File: src/shared/dosc_consts.vh
// Constants for the dual oscillator clock select block.
// Assumes inclusion by bare name from the design files.
`ifndef DOSC_CONSTS_VH
`define DOSC_CONSTS_VH
`define DOSC_ADDR_W          16
`define DOSC_DATA_W          8
`define DOSC_OFF_SUB_OSC     16'hFFF0
`define DOSC_OFF_SUBCLK_CTRL 16'hFFF2
`define DOSC_OFF_PROC_CLK    16'hFFFB
`define DOSC_RST_SUB_OSC     8'h00
`define DOSC_RST_SUBCLK_CTRL 8'h00
`define DOSC_RST_PROC_CLK    8'h02
`define DOSC_BIT_FB_RES_OFF  1
`define DOSC_BIT_SUB_STOP    0
`define DOSC_BIT_STATUS      5
`define DOSC_BIT_SUB_SEL     4
`define DOSC_BIT_MAIN_DIV    1
`define DOSC_BIT_MAIN_STOP   7
`define DOSC_MASK_SUB_OSC    8'h03
`define DOSC_MASK_SUBCLK     8'h10
`define DOSC_MASK_PROC_CLK   8'h82
`define DOSC_READ_ZERO       8'h00
`define DOSC_DIV_W           2
`define DOSC_DIV_FOUR_TOP    2'h3
`define DOSC_SRC_MAIN_FULL   2'h0
`define DOSC_SRC_MAIN_QUART  2'h1
`define DOSC_SRC_SUB_HALF    2'h2
`define DOSC_SYNC_STAGES     2
`define DOSC_PERIPH_DIV_W    4
`endif

File: src/dosc_clock_select.v
// Clock generator control: oscillator enables, feedback resistor, CPU clock choice.
// Assumes one register port, synchronous inputs, and oscillator ticks as level inputs.
//
// Summary of operation
// - Reset clears the sub oscillator mode register to zero.
// - Bit 1 high disconnects the sub oscillator feedback resistor.
// - Bit 0 high stops the sub oscillator.
// - Reset clears the subclock control register, selecting divided main clock.
// - Bit 5 of subclock control is read-only CPU clock status.
// - Bit 4 of subclock control selects main or sub clock source.
// - Reset puts processor clock control at 02H, slow main clock.
// - Main oscillator stays stopped while reset is asserted.
// - Three CPU clock periods: two main-derived, one sub-derived.
// - fx, fx over 4, or sub clock over 2 by select bits.
// - With main clock, both STOP and HALT are permitted.
// - With sub clock, main stop bit works; HALT allowed, STOP not.
// - Sub clock selection gives the low power CPU mode.
// - Peripheral clock enable pulses on every main oscillator tick, off in STOP.
// - Sub clock feeds the CPU (sub over 2) and the sub peripheral enable for clock out, LCD and watch timer.
//
// Our own choice: the plain strobed port.
`default_nettype none
`include "dosc_consts.vh"
module dosc_clock_select (
    input  wire                         i_ref_clk,
    input  wire                         i_reset,
    input  wire [`DOSC_ADDR_W-1:0]      i_addr,
    input  wire [`DOSC_DATA_W-1:0]      i_wdata,
    input  wire                         i_wr,
    input  wire                         i_rd,
    input  wire                         i_main_osc_tick,
    input  wire                         i_sub_osc_tick,
    input  wire                         i_stop_req,
    input  wire                         i_halt_req,
    output reg  [`DOSC_DATA_W-1:0]      o_rdata,
    output reg                          o_main_osc_run,
    output reg                          o_sub_osc_run,
    output reg                          o_feedback_res_on,
    output reg                          o_cpu_clk_en,
    output reg                          o_periph_clk_en,
    output reg                          o_sub_periph_clk_en,
    output reg                          o_stop_ok,
    output reg                          o_halt_ok,
    output reg                          o_low_power
);
    ////////////////////////////////////////////////////////////////////////////
    // Register decode
    function is_addr;
        input [`DOSC_ADDR_W-1:0] a;
        input [`DOSC_ADDR_W-1:0] off;
        begin
            is_addr = (a == off);
        end
    endfunction

    reg [`DOSC_DATA_W-1:0] sub_osc_mode_q;
    reg [`DOSC_DATA_W-1:0] subclk_ctrl_q;
    reg [`DOSC_DATA_W-1:0] proc_clk_q;
    reg                    cpu_clk_status_q;
    reg [`DOSC_DIV_W-1:0]  src_q;
    reg [`DOSC_DIV_W-1:0]  div_q;
    reg [`DOSC_PERIPH_DIV_W-1:0] periph_div_q;
    reg                    sub_half_q;
    reg                    main_tick_prev_q;
    reg                    sub_tick_prev_q;
    wire                   main_tick_s;
    wire                   sub_tick_s;

    wire sub_clk_select  = subclk_ctrl_q[`DOSC_BIT_SUB_SEL];
    wire main_div_select = proc_clk_q[`DOSC_BIT_MAIN_DIV];
    wire main_osc_stop   = proc_clk_q[`DOSC_BIT_MAIN_STOP];
    wire sub_osc_stop    = sub_osc_mode_q[`DOSC_BIT_SUB_STOP];
    wire feedback_res_off = sub_osc_mode_q[`DOSC_BIT_FB_RES_OFF];
    wire main_rise = main_tick_s & ~main_tick_prev_q;
    wire sub_rise  = sub_tick_s & ~sub_tick_prev_q;

    // Oscillator ticks are asynchronous in a real chip, so they are synchronised
    dosc_sync u_main_sync (
        .i_ref_clk (i_ref_clk),
        .i_reset   (i_reset),
        .i_level   (i_main_osc_tick),
        .o_level   (main_tick_s)
    );
    dosc_sync u_sub_sync (
        .i_ref_clk (i_ref_clk),
        .i_reset   (i_reset),
        .i_level   (i_sub_osc_tick),
        .o_level   (sub_tick_s)
    );

    ////////////////////////////////////////////////////////////////////////////
    // Register writes; reserved bits masked so they always read zero
    always @(posedge i_ref_clk) begin
        if (i_reset) begin
            sub_osc_mode_q <= `DOSC_RST_SUB_OSC;
            subclk_ctrl_q  <= `DOSC_RST_SUBCLK_CTRL;
            proc_clk_q     <= `DOSC_RST_PROC_CLK;
        end else if (i_wr) begin
            if (is_addr(i_addr, `DOSC_OFF_SUB_OSC)) begin
                sub_osc_mode_q <= i_wdata & `DOSC_MASK_SUB_OSC;
            end
            if (is_addr(i_addr, `DOSC_OFF_SUBCLK_CTRL)) begin
                subclk_ctrl_q <= i_wdata & `DOSC_MASK_SUBCLK;
            end
            if (is_addr(i_addr, `DOSC_OFF_PROC_CLK)) begin
                proc_clk_q <= i_wdata & `DOSC_MASK_PROC_CLK;
            end
        end
    end

    ////////////////////////////////////////////////////////////////////////////
    // Read port: data stands one cycle after the strobe only
    always @(posedge i_ref_clk) begin
        if (i_reset) begin
            o_rdata <= `DOSC_READ_ZERO;
        end else if (i_rd) begin
            if (is_addr(i_addr, `DOSC_OFF_SUB_OSC)) begin
                o_rdata <= sub_osc_mode_q;
            end else if (is_addr(i_addr, `DOSC_OFF_SUBCLK_CTRL)) begin
                o_rdata <= subclk_ctrl_q
                         | ({{(`DOSC_DATA_W-1){1'b0}}, cpu_clk_status_q}
                            << `DOSC_BIT_STATUS);
            end else if (is_addr(i_addr, `DOSC_OFF_PROC_CLK)) begin
                o_rdata <= proc_clk_q;
            end else begin
                o_rdata <= `DOSC_READ_ZERO;
            end
        end else begin
            o_rdata <= `DOSC_READ_ZERO;
        end
    end

    ////////////////////////////////////////////////////////////////////////////
    // CPU clock source mux; switches only on an edge of the target clock
    always @(posedge i_ref_clk) begin
        if (i_reset) begin
            main_tick_prev_q <= 1'b0;
            sub_tick_prev_q  <= 1'b0;
            src_q            <= `DOSC_SRC_MAIN_QUART;
            cpu_clk_status_q <= 1'b0;
        end else begin
            main_tick_prev_q <= main_tick_s;
            sub_tick_prev_q  <= sub_tick_s;
            if (sub_clk_select && sub_rise && src_q != `DOSC_SRC_SUB_HALF) begin
                src_q            <= `DOSC_SRC_SUB_HALF;
                cpu_clk_status_q <= 1'b1;
            end else if (!sub_clk_select && main_rise) begin
                // Status tracks the mux, not the select bit
                src_q <= main_div_select ? `DOSC_SRC_MAIN_QUART
                                         : `DOSC_SRC_MAIN_FULL;
                cpu_clk_status_q <= 1'b0;
            end
        end
    end

    ////////////////////////////////////////////////////////////////////////////
    // Dividers: fx/4 from main ticks, sub_osc_freq/2 from sub ticks
    always @(posedge i_ref_clk) begin
        if (i_reset) begin
            div_q        <= {`DOSC_DIV_W{1'b0}};
            sub_half_q   <= 1'b0;
            periph_div_q <= {`DOSC_PERIPH_DIV_W{1'b0}};
        end else begin
            if (main_rise && o_main_osc_run) begin
                div_q        <= div_q + 1'b1;
                periph_div_q <= periph_div_q + 1'b1;
            end
            if (sub_rise && o_sub_osc_run) begin
                sub_half_q <= ~sub_half_q;
            end
        end
    end

    ////////////////////////////////////////////////////////////////////////////
    // Oscillator controls, clock enables and standby permissions
    always @(posedge i_ref_clk) begin
        if (i_reset) begin
            o_main_osc_run      <= 1'b0;
            o_sub_osc_run       <= 1'b0;
            o_feedback_res_on   <= 1'b0;
            o_cpu_clk_en        <= 1'b0;
            o_periph_clk_en     <= 1'b0;
            o_sub_periph_clk_en <= 1'b0;
            o_stop_ok           <= 1'b0;
            o_halt_ok           <= 1'b0;
            o_low_power         <= 1'b0;
        end else begin
            // Main stop honoured only with the sub clock running the CPU
            o_main_osc_run    <= ~(main_osc_stop & cpu_clk_status_q);
            o_sub_osc_run     <= ~sub_osc_stop;
            o_feedback_res_on <= ~feedback_res_off;
            case (src_q)
                `DOSC_SRC_MAIN_FULL:  o_cpu_clk_en <= main_rise & o_main_osc_run;
                `DOSC_SRC_MAIN_QUART: o_cpu_clk_en <= main_rise & o_main_osc_run
                                                      & (div_q == `DOSC_DIV_FOUR_TOP);
                `DOSC_SRC_SUB_HALF:   o_cpu_clk_en <= sub_rise & o_sub_osc_run
                                                      & sub_half_q;
                default:              o_cpu_clk_en <= 1'b0;
            endcase
            o_periph_clk_en     <= main_rise & o_main_osc_run & ~i_stop_req;
            o_sub_periph_clk_en <= sub_rise & o_sub_osc_run;
            o_stop_ok           <= ~cpu_clk_status_q;
            o_halt_ok           <= 1'b1;
            o_low_power         <= cpu_clk_status_q & ~i_halt_req;
        end
    end
endmodule // dosc_clock_select
`default_nettype wire

File: src/dosc_sync.v
// Two-stage level synchroniser for one bit, generate based.
// Assumes the input level may come from another oscillator domain.
`default_nettype none
`include "dosc_consts.vh"
module dosc_sync (
    input  wire i_ref_clk,
    input  wire i_reset,
    input  wire i_level,
    output wire o_level
);
    reg [`DOSC_SYNC_STAGES-1:0] stage_q;
    genvar g;
    generate
        for (g = 0; g < `DOSC_SYNC_STAGES; g = g + 1) begin : g_stage
            always @(posedge i_ref_clk) begin
                if (i_reset) begin
                    stage_q[g] <= 1'b0;
                end else begin
                    stage_q[g] <= (g == 0) ? i_level : stage_q[(g == 0) ? 0 : g - 1];
                end
            end
        end
    endgenerate
    assign o_level = stage_q[`DOSC_SYNC_STAGES-1];
endmodule // dosc_sync
`default_nettype wire

File: config.mk
export PLATFORM = sky130hd
export DESIGN_NAME = dosc_clock_select
export DESIGN_NICKNAME = d
export VERILOG_FILES = /design/src/dosc_clock_select.v /design/src/dosc_sync.v
export VERILOG_INCLUDE_DIRS = /design/src /design/src/shared
export SDC_FILE = /design/constraint.sdc
export NUM_CORES = 1
export LEC_CHECK = 0
export ABC_CLOCK_PERIOD_IN_PS = 1300
export BUFFER_PORTS_ARGS = -buffer_cell sky130_fd_sc_hd__buf_2
export CAP_MARGIN = 20
export CELL_PAD_IN_SITES_DETAIL_PLACEMENT = 1
export CELL_PAD_IN_SITES_GLOBAL_PLACEMENT = 1
export CORE_ASPECT_RATIO = 1.4
export CORE_MARGIN = 2
export CORE_UTILIZATION = 33
export CTS_CLUSTER_SIZE = 30
export DETAILED_ROUTE_END_ITERATION = 16
export GPL_TIMING_DRIVEN = 0
export PLACE_DENSITY_LB_ADDON = 0.25
export SLEW_MARGIN = 20
export SYNTH_ARGS = -nofsm -noshare
export SYNTH_HDL_FRONTEND = slang
export SYNTH_SLANG_ARGS = --single-unit
File: constraint.sdc
create_clock -name i_ref_clk -period 1.3 [get_ports i_ref_clk]
set_input_delay 0.13 -clock i_ref_clk [delete_from_list [all_inputs] [get_ports i_ref_clk]]
set_output_delay 0.13 -clock i_ref_clk [all_outputs]
set_load 0.01 [all_outputs]
# == Word-level counts from Yosys, hierarchy flattened ==
# Index checks and enable logic that the tools add are counted.
# W data, S select, Z words.
# op_classes
n_addsub,1
eq_ne,7
mux,10
bitwise_logic,20
n_reduce_logical,13
# ops
op,n
$eq A16 B16 Y1 const B,3
$mux W8,2
$not A1 Y1,10
$and A1 B1 Y1,9
$mux W2,3
$or A5 B6 Y6,1
$reduce_and A2 Y1,3
$logic_and A1 B1 Y1,5
$eq A2 B2 Y1 const B,2
$mux W1,4
$pmux W1 S3,1
$reduce_or A3 Y1,1
$add A2 B1 Y2 const B,1
$eq A2 B1 Y1 const B,1
$logic_not A2 Y1,1
$ne A2 B2 Y1 const B,1
$reduce_bool A2 Y1,1
$reduce_or A2 Y1,1
$logic_not A1 Y1,1
# word_totals
register_bits,34

# == Depth between registers and ports, before layout ==
# Gate-level depths: netlist of the first run.
# logic_depth
ltp_word,5
ltp_mapped,4
ltp_nobuf,4

# == Hierarchy ==
# From an unflattened synthesis of the first run, not the netlist that was laid out.
# hier_totals
hier_cells,112
hier_area_um2,1099.8
# modules_own_cells
module,instances,cells_each,area_each_um2,seq_area_each_um2
dosc_clock_select,1,104,994.7,520.5
dosc_sync,2,4,52.6,40.0

# == Worst setup path before layout of the first run ==
# Ideal clock, no wire load.
# synth_path
path_type,register -> register
from,register subclk_ctrl_q[4]
to,register src_q[0]
setup_time_ns,0.127
t_arrival_ns,0.859
t_required_ns,1.173
slack_ns,0.315
stages_incl_launch_ff,4
n_path_buf,0
period_less_slack_ns,0.985
cell_sequence,dfxtp_1 > or3b_1 > nand3_1 > o211ai_1
# synth_between
elab_chain_len,3
word_cells_on_any_way,6
# synth_rtl
element,line,text
"start, declared",dosc_clock_select.v:57,reg [`DOSC_DATA_W-1:0] subclk_ctrl_q;
"start signal, assigned",dosc_clock_select.v:96,subclk_ctrl_q <= `DOSC_RST_SUBCLK_CTRL;
"start signal, assigned",dosc_clock_select.v:103,subclk_ctrl_q <= i_wdata & `DOSC_MASK_SUBCLK;
$logic_and A1 B1 Y1 or $logic_not A1 Y1 (tied branches),"dosc_clock_select.v:144, dosc_clock_select.v:147",
$logic_and A1 B1 Y1 (on tied branches),--,
$mux W2 or $reduce_bool A2 Y1 (tied branches),--,
"end signal, assigned",dosc_clock_select.v:139,src_q <= `DOSC_SRC_MAIN_QUART;
"end signal, assigned",dosc_clock_select.v:145,src_q <= `DOSC_SRC_SUB_HALF;
"end signal, assigned",dosc_clock_select.v:149,src_q <= main_div_select ? `DOSC_SRC_MAIN_QUART
"end, declared",dosc_clock_select.v:60,reg [`DOSC_DIV_W-1:0] src_q;
# Parallel ways exist; a longest one is shown, timed or not.
# A chain may end at the register's enable or synchronous reset.

# == Worst setup path after layout of the first run ==
# Same ends and word-level chain as after synthesis.

==> summary.md, run 1 <==
| Metric | Value |
|---|---|
| Sequential fraction of the synthesis area | between 50% and 60% |
| Comb pwr share | 6.9% |
| PwrDens | ~1300 nW/um^2 |
| Worst path required time | approximately 1.5 ns |
| Area of the multi-input gates | 449 um^2 |
| Design area | around 1400 um^2 |
| Count leader, synth | dfxtp_1 |
| Setup slack on the worst flop-to-flop path | about 0.22 ns |
| Sw Ratio | 21.3% |
| Nets | 192 |
| FMAX | about 0.93 GHz |
| Crit share post-route | 82.7% |
| CTS Buf Count | 5 |
| Vias | 949 |
| Largest family of logic cells by synthesized area | simple AND/OR/NAND/NOR gates |
| Multiplexer share of the synthesized area | 0.926% |
| Port Buffers | between 40 and 50 |
| Status | finished, final reports clean |
| Hold_sp | i_stop_req |
| Die area | 3760 um^2 |
| Fillers | 389 |
| FF-to-FF Start | subclk_ctrl_q[4] |
| Post-synthesis simple-gate area fraction | between 20% and 30% |
| Finish-stage setup viols | 0 |
| Root Driver | clkbuf_8 |
| CP Launch Type | register |
| P_int | between 0.001 and 0.0015 W |
| Htree depth | 2 |
| Hold path cells | 2 |
| Most common library cells after synthesis | 30 x dfxtp_1, 10 x nor2b_1, 9 x nor2_1 |
| Max-cap violations | 0 |
| Post-DP HPWL | 2010 um |
| Unique cell type count in the Yosys netlist | 32 |
| Initial antenna violation count | 0 |
| # diodes | 0 |
| Net Sw Power | approximately 0.00038 W |
| DR DRC count | 0 |
| EDFF count, synth | 0 |
| Row cnt | 24 |
| Clock power frac | 40.2% |
| Area Overhead vs Synth | 31.8% |
| Pleak | around 0.66 nW |
| Placed Area | around 1300 um^2 |
| First-pass GRT wire length | 4150 um |
| GRT Residual Overflow | 0 |
| RR Endpoint | src_q[0] |
| Clk buf depth | 2 |
| Drt via density | roughly 4.8 |
| Synth Register Bits | 30 |
| End-of-flow core utilization | 45.6% |
| Mean post-synth cell area | 9.92 um^2 |
| Die W | 52.4 um |
| Worst hold path type | input pin to register |
| Async set-reset flop share out of synthesis | 0% |
| GPL Wtd Cong | around 0.80 |
| Clk slew on worst S/H paths | 0.06 ns |
| Hold_buf cts | 0 |
| Critical path fanouts, max | 4 |
| Final hold violations | 0 |
| Compound-Gate Fraction of Synth Area | approximately 7% |
| Setup WS pre-CTS | 0.173 ns |
| Slew Limit Fails | 0 |
| Final Hold Slack | 0.00802 ns |
| Core area | around 3100 um^2 |
| CTS tree | done |
| DR WL/cell | 12.8 um |
| Post-Route Skew | 0.00440 ns |
| Fraction of layout cells with a size suffix above 1 | between 30 and 40% |
| DR iter-0 viols | 18 |
| Post-synth top area share | 55.6% |
| R2R depth | 3 |
| Sequential cell area | 601 um^2 |
| Share of power burned in registers | between 50% and 60% |
| Detailed Routing Iterations Pass 1 | 4 |
| Routed Antenna Nets | 0 |
| RSZ-0062 raised after global routing | no |
| Synth top area cells | dfxtp_1 56%, nor2b_1 5.8%, nand3_1 3.2% |
| Gr usage total | 15.2% |
| Die Height | around 70 um |
| CP Capture Type | register |
| Top FF cell, synth | dfxtp_1 |
| Hold EP | o_periph_clk_en |
| Most area-hungry cell type in the Yosys netlist | dfxtp_1 |
| Sink Count | 30 |
| Clock Latency Late Sink | 0.28 ns |
| Mapped Cells | 109 |
| TNS Setup | 0 ns |
| Mapped cell area | 1080 um^2 |
| Critical path class | register to register |
| Vias in the first global route | 966 |
| Post-Synth Adder-Cell Area | 1.16% |
| Pin count of the biggest net entering global routing | 11 |
| Post-synthesis xor/xnor area fraction | 1.62% |
| Final WS setup | 0.224 ns |
| Synth warn | 0 |
| # resized after CTS | 0 |
| Starting Density | about a third |
| Crit path DAT | around 1.2 ns |
| Minimum clock period | about 1.1 ns |
| # Post-CTS Setup Buffers | 0 |
| I/O Pins | 49 |
| Final wirelength | 2520 um |
| Max VDD drop | around 0.71 mV |
[power by group through the flow]
stage               clock (W)  combinational [W]  sequential, W
floorplan                   0          0.0000526       0.000972
global placement            0           0.000121       0.000968
detailed placement          0           0.000124       0.000969
CTS                  0.000743           0.000125       0.000948
global route         0.000782           0.000138       0.000950
finish               0.000720           0.000123       0.000949
[worst max-delay path, cell delays in order, from the launching register on]
cell,delay [ns]
dfxtp_1,0.34
or3b_1,0.43
nand3_1,0.11
o211ai_1,0.08
[registers in the layout, indices dropped and copies added (netlist names), 2 cells and up]
register / cells
div_q: 2
o_rdata: 5
proc_clk_q: 2
sub_osc_mode_q: 2
[cell families (layout without fill, tap and decap cells)]
family                   after synthesis  count (layout)
AO/OA/AOI/OAI                         14              14
other                                  1               3
multiplexers                           1               1
flip-flops                            30              30
buffers and inverters                  7              54
XOR/XNOR                               2               2
adder cells (fa/ha/maj)                1               1
AND/OR/NAND/NOR                       53              53
[metrics by stage]
stage / std cells / power, W
after CTS: 197 / 0.00182
after detailed placement: 191 / 0.00109
after global routing: 197 / 0.00187
after global placement: 191 / 0.00109
final: 197 / 0.00179
after floorplan: 111 / 0.00102
[routing by layer]
metal / track usage, % / vias to the layer above / part of all wire, %
met4: 12.0 / 0 / 4.0
met1: 14.4 / 434 / 35
met2: 26.8 / 39 / 55
li1: - / 468 / -
met5: 0 / - / 0
met3: 3.75 / 8 / 5.5
[cell usage in the layout (no fill, tap or decap), types with 4 or more instances in the layout]
cell type  netlist  layout
a21oi_1          6       6
clkbuf_8         0       6
dfxtp_1         30      30
nand2_1          5       5
nor2_1           9       9
nor2b_1         10      10
nand3_1          7       7
buf_2            1      42
o21ai_0          4       4
[final cells by class]
| type | instances | area share (%) |
|---|---|---|
| clock buffer | 6 | 5.79 |
| tap | 39 | 3.42 |
| timing repair buffer | 41 | 14.4 |
| inverter | 2 | 0.527 |
| sequential | 30 | 42.1 |
| buffer | 5 | 2.19 |
| multi-input combinational | 74 | 31.5 |
[how the worst max path moves through the flow]
stage	cells past startpoint	endpoint	start
5_1_grt	3	src_q[0]	subclk_ctrl_q[4]
4_1_cts	3	src_q[0]	subclk_ctrl_q[4]
3_5_place_dp	5	proc_clk_q[1]	i_addr[15]
2_1_floorplan	3	src_q[0]	subclk_ctrl_q[4]
6_report	3	src_q[0]	subclk_ctrl_q[4]
3_3_place_gp	5	subclk_ctrl_q[4]	i_addr[15]
(Power assumes the default switching activity.)
==> inputs of run 2 (changes only) <==
--- a/config.mk
+++ b/config.mk
@@ -6,7 +6,7 @@
 export SDC_FILE = /design/constraint.sdc
 export NUM_CORES = 1
 export LEC_CHECK = 0
-export ABC_CLOCK_PERIOD_IN_PS = 1300
+export ABC_CLOCK_PERIOD_IN_PS = 1000
 export BUFFER_PORTS_ARGS = -buffer_cell sky130_fd_sc_hd__buf_2
 export CAP_MARGIN = 20
 export CELL_PAD_IN_SITES_DETAIL_PLACEMENT = 1
==> constraint.sdc (replaced) <==
create_clock -name i_ref_clk -period 1 [get_ports i_ref_clk]
set_input_delay 0.1 -clock i_ref_clk [delete_from_list [all_inputs] [get_ports i_ref_clk]]
set_output_delay 0.1 -clock i_ref_clk [all_outputs]
set_load 0.01 [all_outputs]
==> summary.md, run 2 (synthesis gave the netlist of run 1 again) <==
| Metric | Value |
|---|---|
| Vias | 959 (was 949) |
| Pleak | 0.679 nW (was 0.655 nW) |
| Minimum clock period | 1.01 ns (was 1.08 ns) |
| Failing checks | negative setup slack |
| GPL Wtd Cong | 0.795 (unchanged) |
| Sw Ratio | 21.4% (was 21.3%) |
| Row cnt | 24 (unchanged) |
| Post-Route Skew | 0.00405 ns (was 0.00440 ns) |
| Die area | 3760 um^2 (unchanged) |
| Port Buffers | 41 (unchanged) |
| Highest-count cells in the layout ignoring fill and taps | 42 x buf_2, 27 x dfxtp_1, 9 x nor2_1 (was 42 x buf_2, 30 x dfxtp_1, 10 x nor2b_1) |
| Max reg flops | 5 (unchanged) |
| Nets | 195 (was 192) |
| Routed Antenna Nets | 0 (unchanged) |
| Worst hold path type | input pin to register (unchanged) |
| Slew Limit Fails | 0 (unchanged) |
| R2R depth | 3 (unchanged) |
| Max VDD drop | 0.936 mV (was 0.714 mV) |
| PwrDens | 1580 nW/um^2 (was 1260 nW/um^2) |
| Drt via density | 4.80 (was 4.82) |
| Finish-stage setup viols | 1 (was 0) |
| Critical path class | register to register (unchanged) |
| Die Height | 71.7 um (unchanged) |
| Worst path required time | 1.15 ns (was 1.46 ns) |
| Net Sw Power | 0.000501 W (was 0.000382 W) |
| Status | finished, violations left (was finished, final reports clean) |
| FMAX | 0.994 GHz (was 0.930 GHz) |
| Starting Density | 34.6% (unchanged) |
| CP Capture Type | register (unchanged) |
| Clock power frac | 39.9% (was 40.2%) |
| Final wirelength | 2610 um (was 2520 um) |
| Vias in the first global route | 980 (was 966) |
| Largest reg by FF count | o_rdata (unchanged) |
| Initial antenna violation count | 0 (unchanged) |
| Hold path cells | 2 (unchanged) |
| Crit share post-route | 101% (was 82.7%) |
| Post-DP HPWL | 2010 um (unchanged) |
| Clk slew on worst S/H paths | 0.06 ns (about the same) |
| Gr usage total | 15.6% (was 15.2%) |
| I/O Pins | 49 (unchanged) |
| Die W | 52.4 um (unchanged) |
| CP Launch Type | register (unchanged) |
| CTS Buf Count | 5 (unchanged) |
| # diodes | 0 (unchanged) |
| GRT Residual Overflow | 0 (unchanged) |
| DR WL/cell | 13.0 um (was 12.8 um) |
| Clock Latency Late Sink | 0.28 ns (about the same) |
| Root Driver | clkbuf_8 (unchanged) |
| Max-cap violations | 0 (unchanged) |
| DR DRC count | 0 (unchanged) |
| Core area | 3120 um^2 (unchanged) |
| Final WS setup | -0.00593 ns (was 0.224 ns) |
| Most common cell after layout, fill and taps aside | buf_2 (unchanged) |
| Crit path DAT | 1.16 ns (was 1.23 ns) |
| Final hold violations | 0 (unchanged) |
| RSZ-0062 raised after global routing | yes (was no) |
| P_int | 0.00184 W (was 0.00141 W) |
| CTS tree | done (unchanged) |
| Clk buf depth | 2 (unchanged) |
| Pin count of the biggest net entering global routing | 11 (unchanged) |
| TNS Setup | -0.00593 ns (was 0 ns) |
| Htree depth | 2 (unchanged) |
| First-pass GRT wire length | 4240 um (was 4150 um) |
| Share of power burned in registers | 52.7% (was 52.9%) |
| Comb pwr share | 7.4% (was 6.9%) |
| Fraction of layout cells with a size suffix above 1 | 42.2% (was 36.1%) |
| Critical path fanouts, max | 4 (unchanged) |
| Sink Count | 30 (unchanged) |
| Detailed Routing Iterations Pass 1 | 4 (unchanged) |
| DR iter-0 viols | 11 (was 18) |
| Design area | 1480 um^2 (was 1430 um^2) |
| Area Overhead vs Synth | 37.3% (was 31.8%) |
| Placed Area | 1340 um^2 (unchanged) |
[run 2: power by group through the flow]
stage | Clock, W | Combinational (W) | Sequential (W)
6_report | 0.000936 | 0.000174 | 0.00124
5_1_grt | 0.00102 | 0.000194 | 0.00124
4_1_cts | 0.000966 | 0.000172 | 0.00123
3_5_place_dp | 0 | 0.000161 | 0.00126
3_3_place_gp | 0 | 0.000157 | 0.00126
2_1_floorplan | 0 | 0.0000684 | 0.00126
[run 2: area by class of cell]
type | instances | area [um^2]
clock buffers | 6 | 82.6
inverters | 2 | 7.51
well taps | 39 | 48.8
fillers | 388 | 1640
repair buffers | 44 | 233
plain buffers | 5 | 31.3
flip-flops and latches | 30 | 604
multi-input cells | 74 | 477
[run 2: path summary, 6_finish.rpt]
path	end	startpoint	slack [ns]
setup / recovery	src_q[0]	subclk_ctrl_q[4]	-0.006
hold reg to reg	o_sub_osc_run	sub_osc_mode_q[0]	0.43
hold / removal	sub_tick_prev_q	i_reset	0.03
setup reg to reg	src_q[0]	subclk_ctrl_q[4]	-0.006
[run 2: metrics by stage]
stage / cells / util, % / hold WS (ns) / setup WS [ns] / power [W]
6_report: 200 / 47.5 / 0.0326 / -0.00593 / 0.00234
5_1_grt: 200 / 47.5 / 0.0453 / -0.0557 / 0.00245
4_1_cts: 200 / 46.9 / 0.0289 / -0.00831 / 0.00237
3_5_place_dp: 191 / 43.0 / 0.266 / -0.0969 / 0.00142
3_3_place_gp: 191 / 43.0 / 0.262 / -0.0620 / 0.00141
2_1_floorplan: 111 / - / 0.172 / 0.0145 / 0.00133
[run 2: timing repair]
action                                 in CTS  in global routing
setup endpoints to repair                   3                  7
pin swaps                                   2                  1
buffers inserted                            1                  0
hold buffers                                2                  0
resized for setup                           5                  6
endpoints found under the hold margin       2                  0
[run 2: critical path, stage by stage, from the launching register on]
cell and delay (ns):
dfxtp_2 0.34, or3b_4 0.39, nand3_2 0.07, o211ai_1 0.08
[run 2: per-layer routing]
layer / global-route usage (%) / vias to the layer above / share of wire [%]
met5: 0 / - / 0
li1: - / 473 / -
met4: 12.0 / 0 / 3.8
met1: 15.1 / 439 / 36
met2: 27.1 / 39 / 55
met3: 3.75 / 8 / 5.4
==> inputs of run 3 (changes only) <==
--- a/config.mk
+++ b/config.mk
@@ -13,7 +13,8 @@
 export CELL_PAD_IN_SITES_GLOBAL_PLACEMENT = 1
 export CORE_ASPECT_RATIO = 1.4
 export CORE_MARGIN = 2
-export CORE_UTILIZATION = 33
+export CORE_UTILIZATION = 34
+export CTS_BUF_LIST = sky130_fd_sc_hd__clkbuf_4
 export CTS_CLUSTER_SIZE = 30
 export DETAILED_ROUTE_END_ITERATION = 16
 export GPL_TIMING_DRIVEN = 0
==> summary.md, run 3 (synthesis gave the netlist of run 1 again) <==
| Metric | Value |
|---|---|
| DR WL/cell | 12.5 um (was 13.0 um) |
| Clk slew on worst S/H paths | 0.08 ns (was 0.06 ns) |
| Most common cell after layout, fill and taps aside | buf_2 (unchanged) |
| Crit path cell chain | or3b_4 > nand3_2 > o211ai_1 (unchanged) |
| Status | finished, violations left (unchanged) |
| I/O Pins | 49 (unchanged) |
| CP Capture Type | register (unchanged) |
| Worst path required time | 1.20 ns (was 1.15 ns) |
| GPL Wtd Cong | 0.789 (was 0.795) |
| Vias | 964 (was 959) |
| Hold_buf cts | 4 (was 2) |
| Largest reg by FF count | o_rdata (unchanged) |
| DR iter-0 viols | 14 (was 11) |
| CP top delay family | simple AND/OR/NAND/NOR gates (unchanged) |
| Dpl cells | 191 (unchanged) |
| CTS Buf Count | 5 (unchanged) |
| Post-Route Skew | 0.00588 ns (was 0.00405 ns) |
| Clock Latency Late Sink | 0.32 ns (was 0.28 ns) |
| Detailed Routing Iterations Pass 1 | 3 (was 4) |
| CTS tree | done (unchanged) |
| Max-cap violations | 0 (unchanged) |
| Final hold violations | 2 (was 0) |
| Finish-stage setup viols | 1 (unchanged) |
| Initial antenna violation count | 0 (unchanged) |
| Crit-path slowest cell | or3b_4 (unchanged) |
| Setup WS pre-CTS | -0.0892 ns (was -0.0969 ns) |
| GRT Residual Overflow | 0 (unchanged) |
| Row cnt | 24 (unchanged) |
| DR DRC count | 0 (unchanged) |
| First-pass GRT wire length | 4110 um (was 4240 um) |
| Port Buffers | 41 (unchanged) |
| Area Overhead vs Synth | 37.7% (was 37.3%) |
| Drt via density | 4.70 (was 4.80) |
| Die area | 3650 um^2 (was 3760 um^2) |
| Slew Limit Fails | 0 (unchanged) |
| RSZ-0062 raised after global routing | yes (unchanged) |
| CP Launch Type | register (unchanged) |
| Starting Density | 35.3% (was 34.6%) |
| Gr usage total | 15.7% (was 15.6%) |
| Crit path DAT | 1.21 ns (was 1.16 ns) |
| Root Driver | clkbuf_4 (was clkbuf_8) |
| Die Height | 70.7 um (was 71.7 um) |
| Critical path fanouts, max | 3 (was 4) |
| Failing checks | negative hold slack, negative setup slack (was negative setup slack) |
| Design area | 1490 um^2 (was 1480 um^2) |
| Max stage delay on crit path | 0.40 ns (was 0.39 ns) |
| Sink Count | 30 (unchanged) |
| Pleak | 0.683 nW (was 0.679 nW) |
| Placed Area | 1340 um^2 (unchanged) |
| Max reg flops | 5 (unchanged) |
| # diodes | 0 (unchanged) |
| Vias in the first global route | 968 (was 980) |
| Final Hold Slack | -0.00675 ns (was 0.0326 ns) |
| Nets | 199 (was 195) |
| Critical path buffer and inverter count | 0 (unchanged) |
| Die W | 51.7 um (was 52.4 um) |
| Fraction of layout cells with a size suffix above 1 | 44.0% (was 42.2%) |
| Worst hold path type | input pin to register (unchanged) |
| Core area | 3060 um^2 (was 3120 um^2) |
| Htree depth | 2 (unchanged) |
| Clk buf depth | 2 (unchanged) |
| PwrDens | 1410 nW/um^2 (was 1580 nW/um^2) |
| Critical path class | register to register (unchanged) |
| FMAX | 0.998 GHz (was 0.994 GHz) |
| Pin count of the biggest net entering global routing | 11 (unchanged) |
| Final WS setup | -0.00234 ns (was -0.00593 ns) |
| Highest-count cells in the layout ignoring fill and taps | 42 x buf_2, 26 x dfxtp_1, 9 x nor2b_1, 9 x nor2_1, 7 x clkbuf_4 (was 42 x buf_2, 27 x dfxtp_1, 9 x nor2_1) |
| Crit share post-route | 100% (was 101%) |
| Max VDD drop | 0.667 mV (was 0.936 mV) |
| Routed Antenna Nets | 0 (unchanged) |
| Minimum clock period | 1.00 ns (was 1.01 ns) |
| Final std cells w/o fill | 205 (was 200) |
| Final wirelength | 2550 um (was 2610 um) |
| Post-DP HPWL | 1990 um (was 2010 um) |
[run 3: cell count changes in the layout (fill, tap and decap cells not counted), sizes merged]
| cell | delta |
|---|---|
| dlygate4sd3 | +2 |
| buf | +2 |
| clkbuf | +1 |
[run 3: what timing repair did]
item / 4_1_cts / 5_1_grt
hold endpoints to repair: 6 / 2
pin swaps: 6 / 2
gates resized for setup: 6 / 6
buffers inserted: 3 / 0
endpoints found under the setup margin: 3 / 6
[run 3: per-stage QoR]
stage                     setup TNS, ns  hold slack (ns)  util, %  power (W)
after global routing             -0.172          -0.0111     48.6    0.00220
after CTS                      -0.00120          -0.0192     48.1    0.00213
final                          -0.00234         -0.00675     48.6    0.00210
after detailed placement         -0.413            0.263     43.8    0.00142
after global placement           -0.243            0.262     43.8    0.00142
after floorplan                       0            0.172        -    0.00133
[run 3: worst register-to-register path: cells and delay by family, from the launching register on]
family | cells | cell delay (ns)
flops | 1 | 0.34
simple gates | 2 | 0.47
compound gates | 1 | 0.08
[run 3: final cells by class]
type	instances	area (um^2)
well taps	39	48.8
flip-flops and latches	30	606
multi-input cells	74	475
fillers	397	1570
inverters	2	7.51
plain buffers	5	31.3
clock buffers	7	52.6
repair buffers	48	268
[run 3: path summary, 6_finish.rpt]
| path | from | end | slack [ns] | cells past startpoint |
|---|---|---|---|---|
| hold / removal | i_reset | u_sub_sync.o_level | -0.007 | 2 |
| hold reg to reg | u_main_sync.stage_q[0] | u_main_sync.o_level | 0.44 | 1 |
| setup reg to reg | u_main_sync.o_level | src_q[0] | -0.002 | 3 |
| setup / recovery | u_main_sync.o_level | src_q[0] | -0.002 | 3 |
[run 3: power by group]
part / internal [W] / switching (W) / total (W) / leakage, nW
registers: 0.00122 / 0.0000111 / 0.00123 / 0.247
clock network: 0.000319 / 0.000363 / 0.000681 / 0.0322
logic: 0.0000969 / 0.0000850 / 0.000182 / 0.404
[run 3: per-layer routing]
metal	share of wire, %	vias up	global-route usage (%)
li1	-	481	-
met4	2.5	0	9.65
met5	0	-	0
met2	57	36	28.3
met3	6.1	6	5.49
met1	34	441	14.3
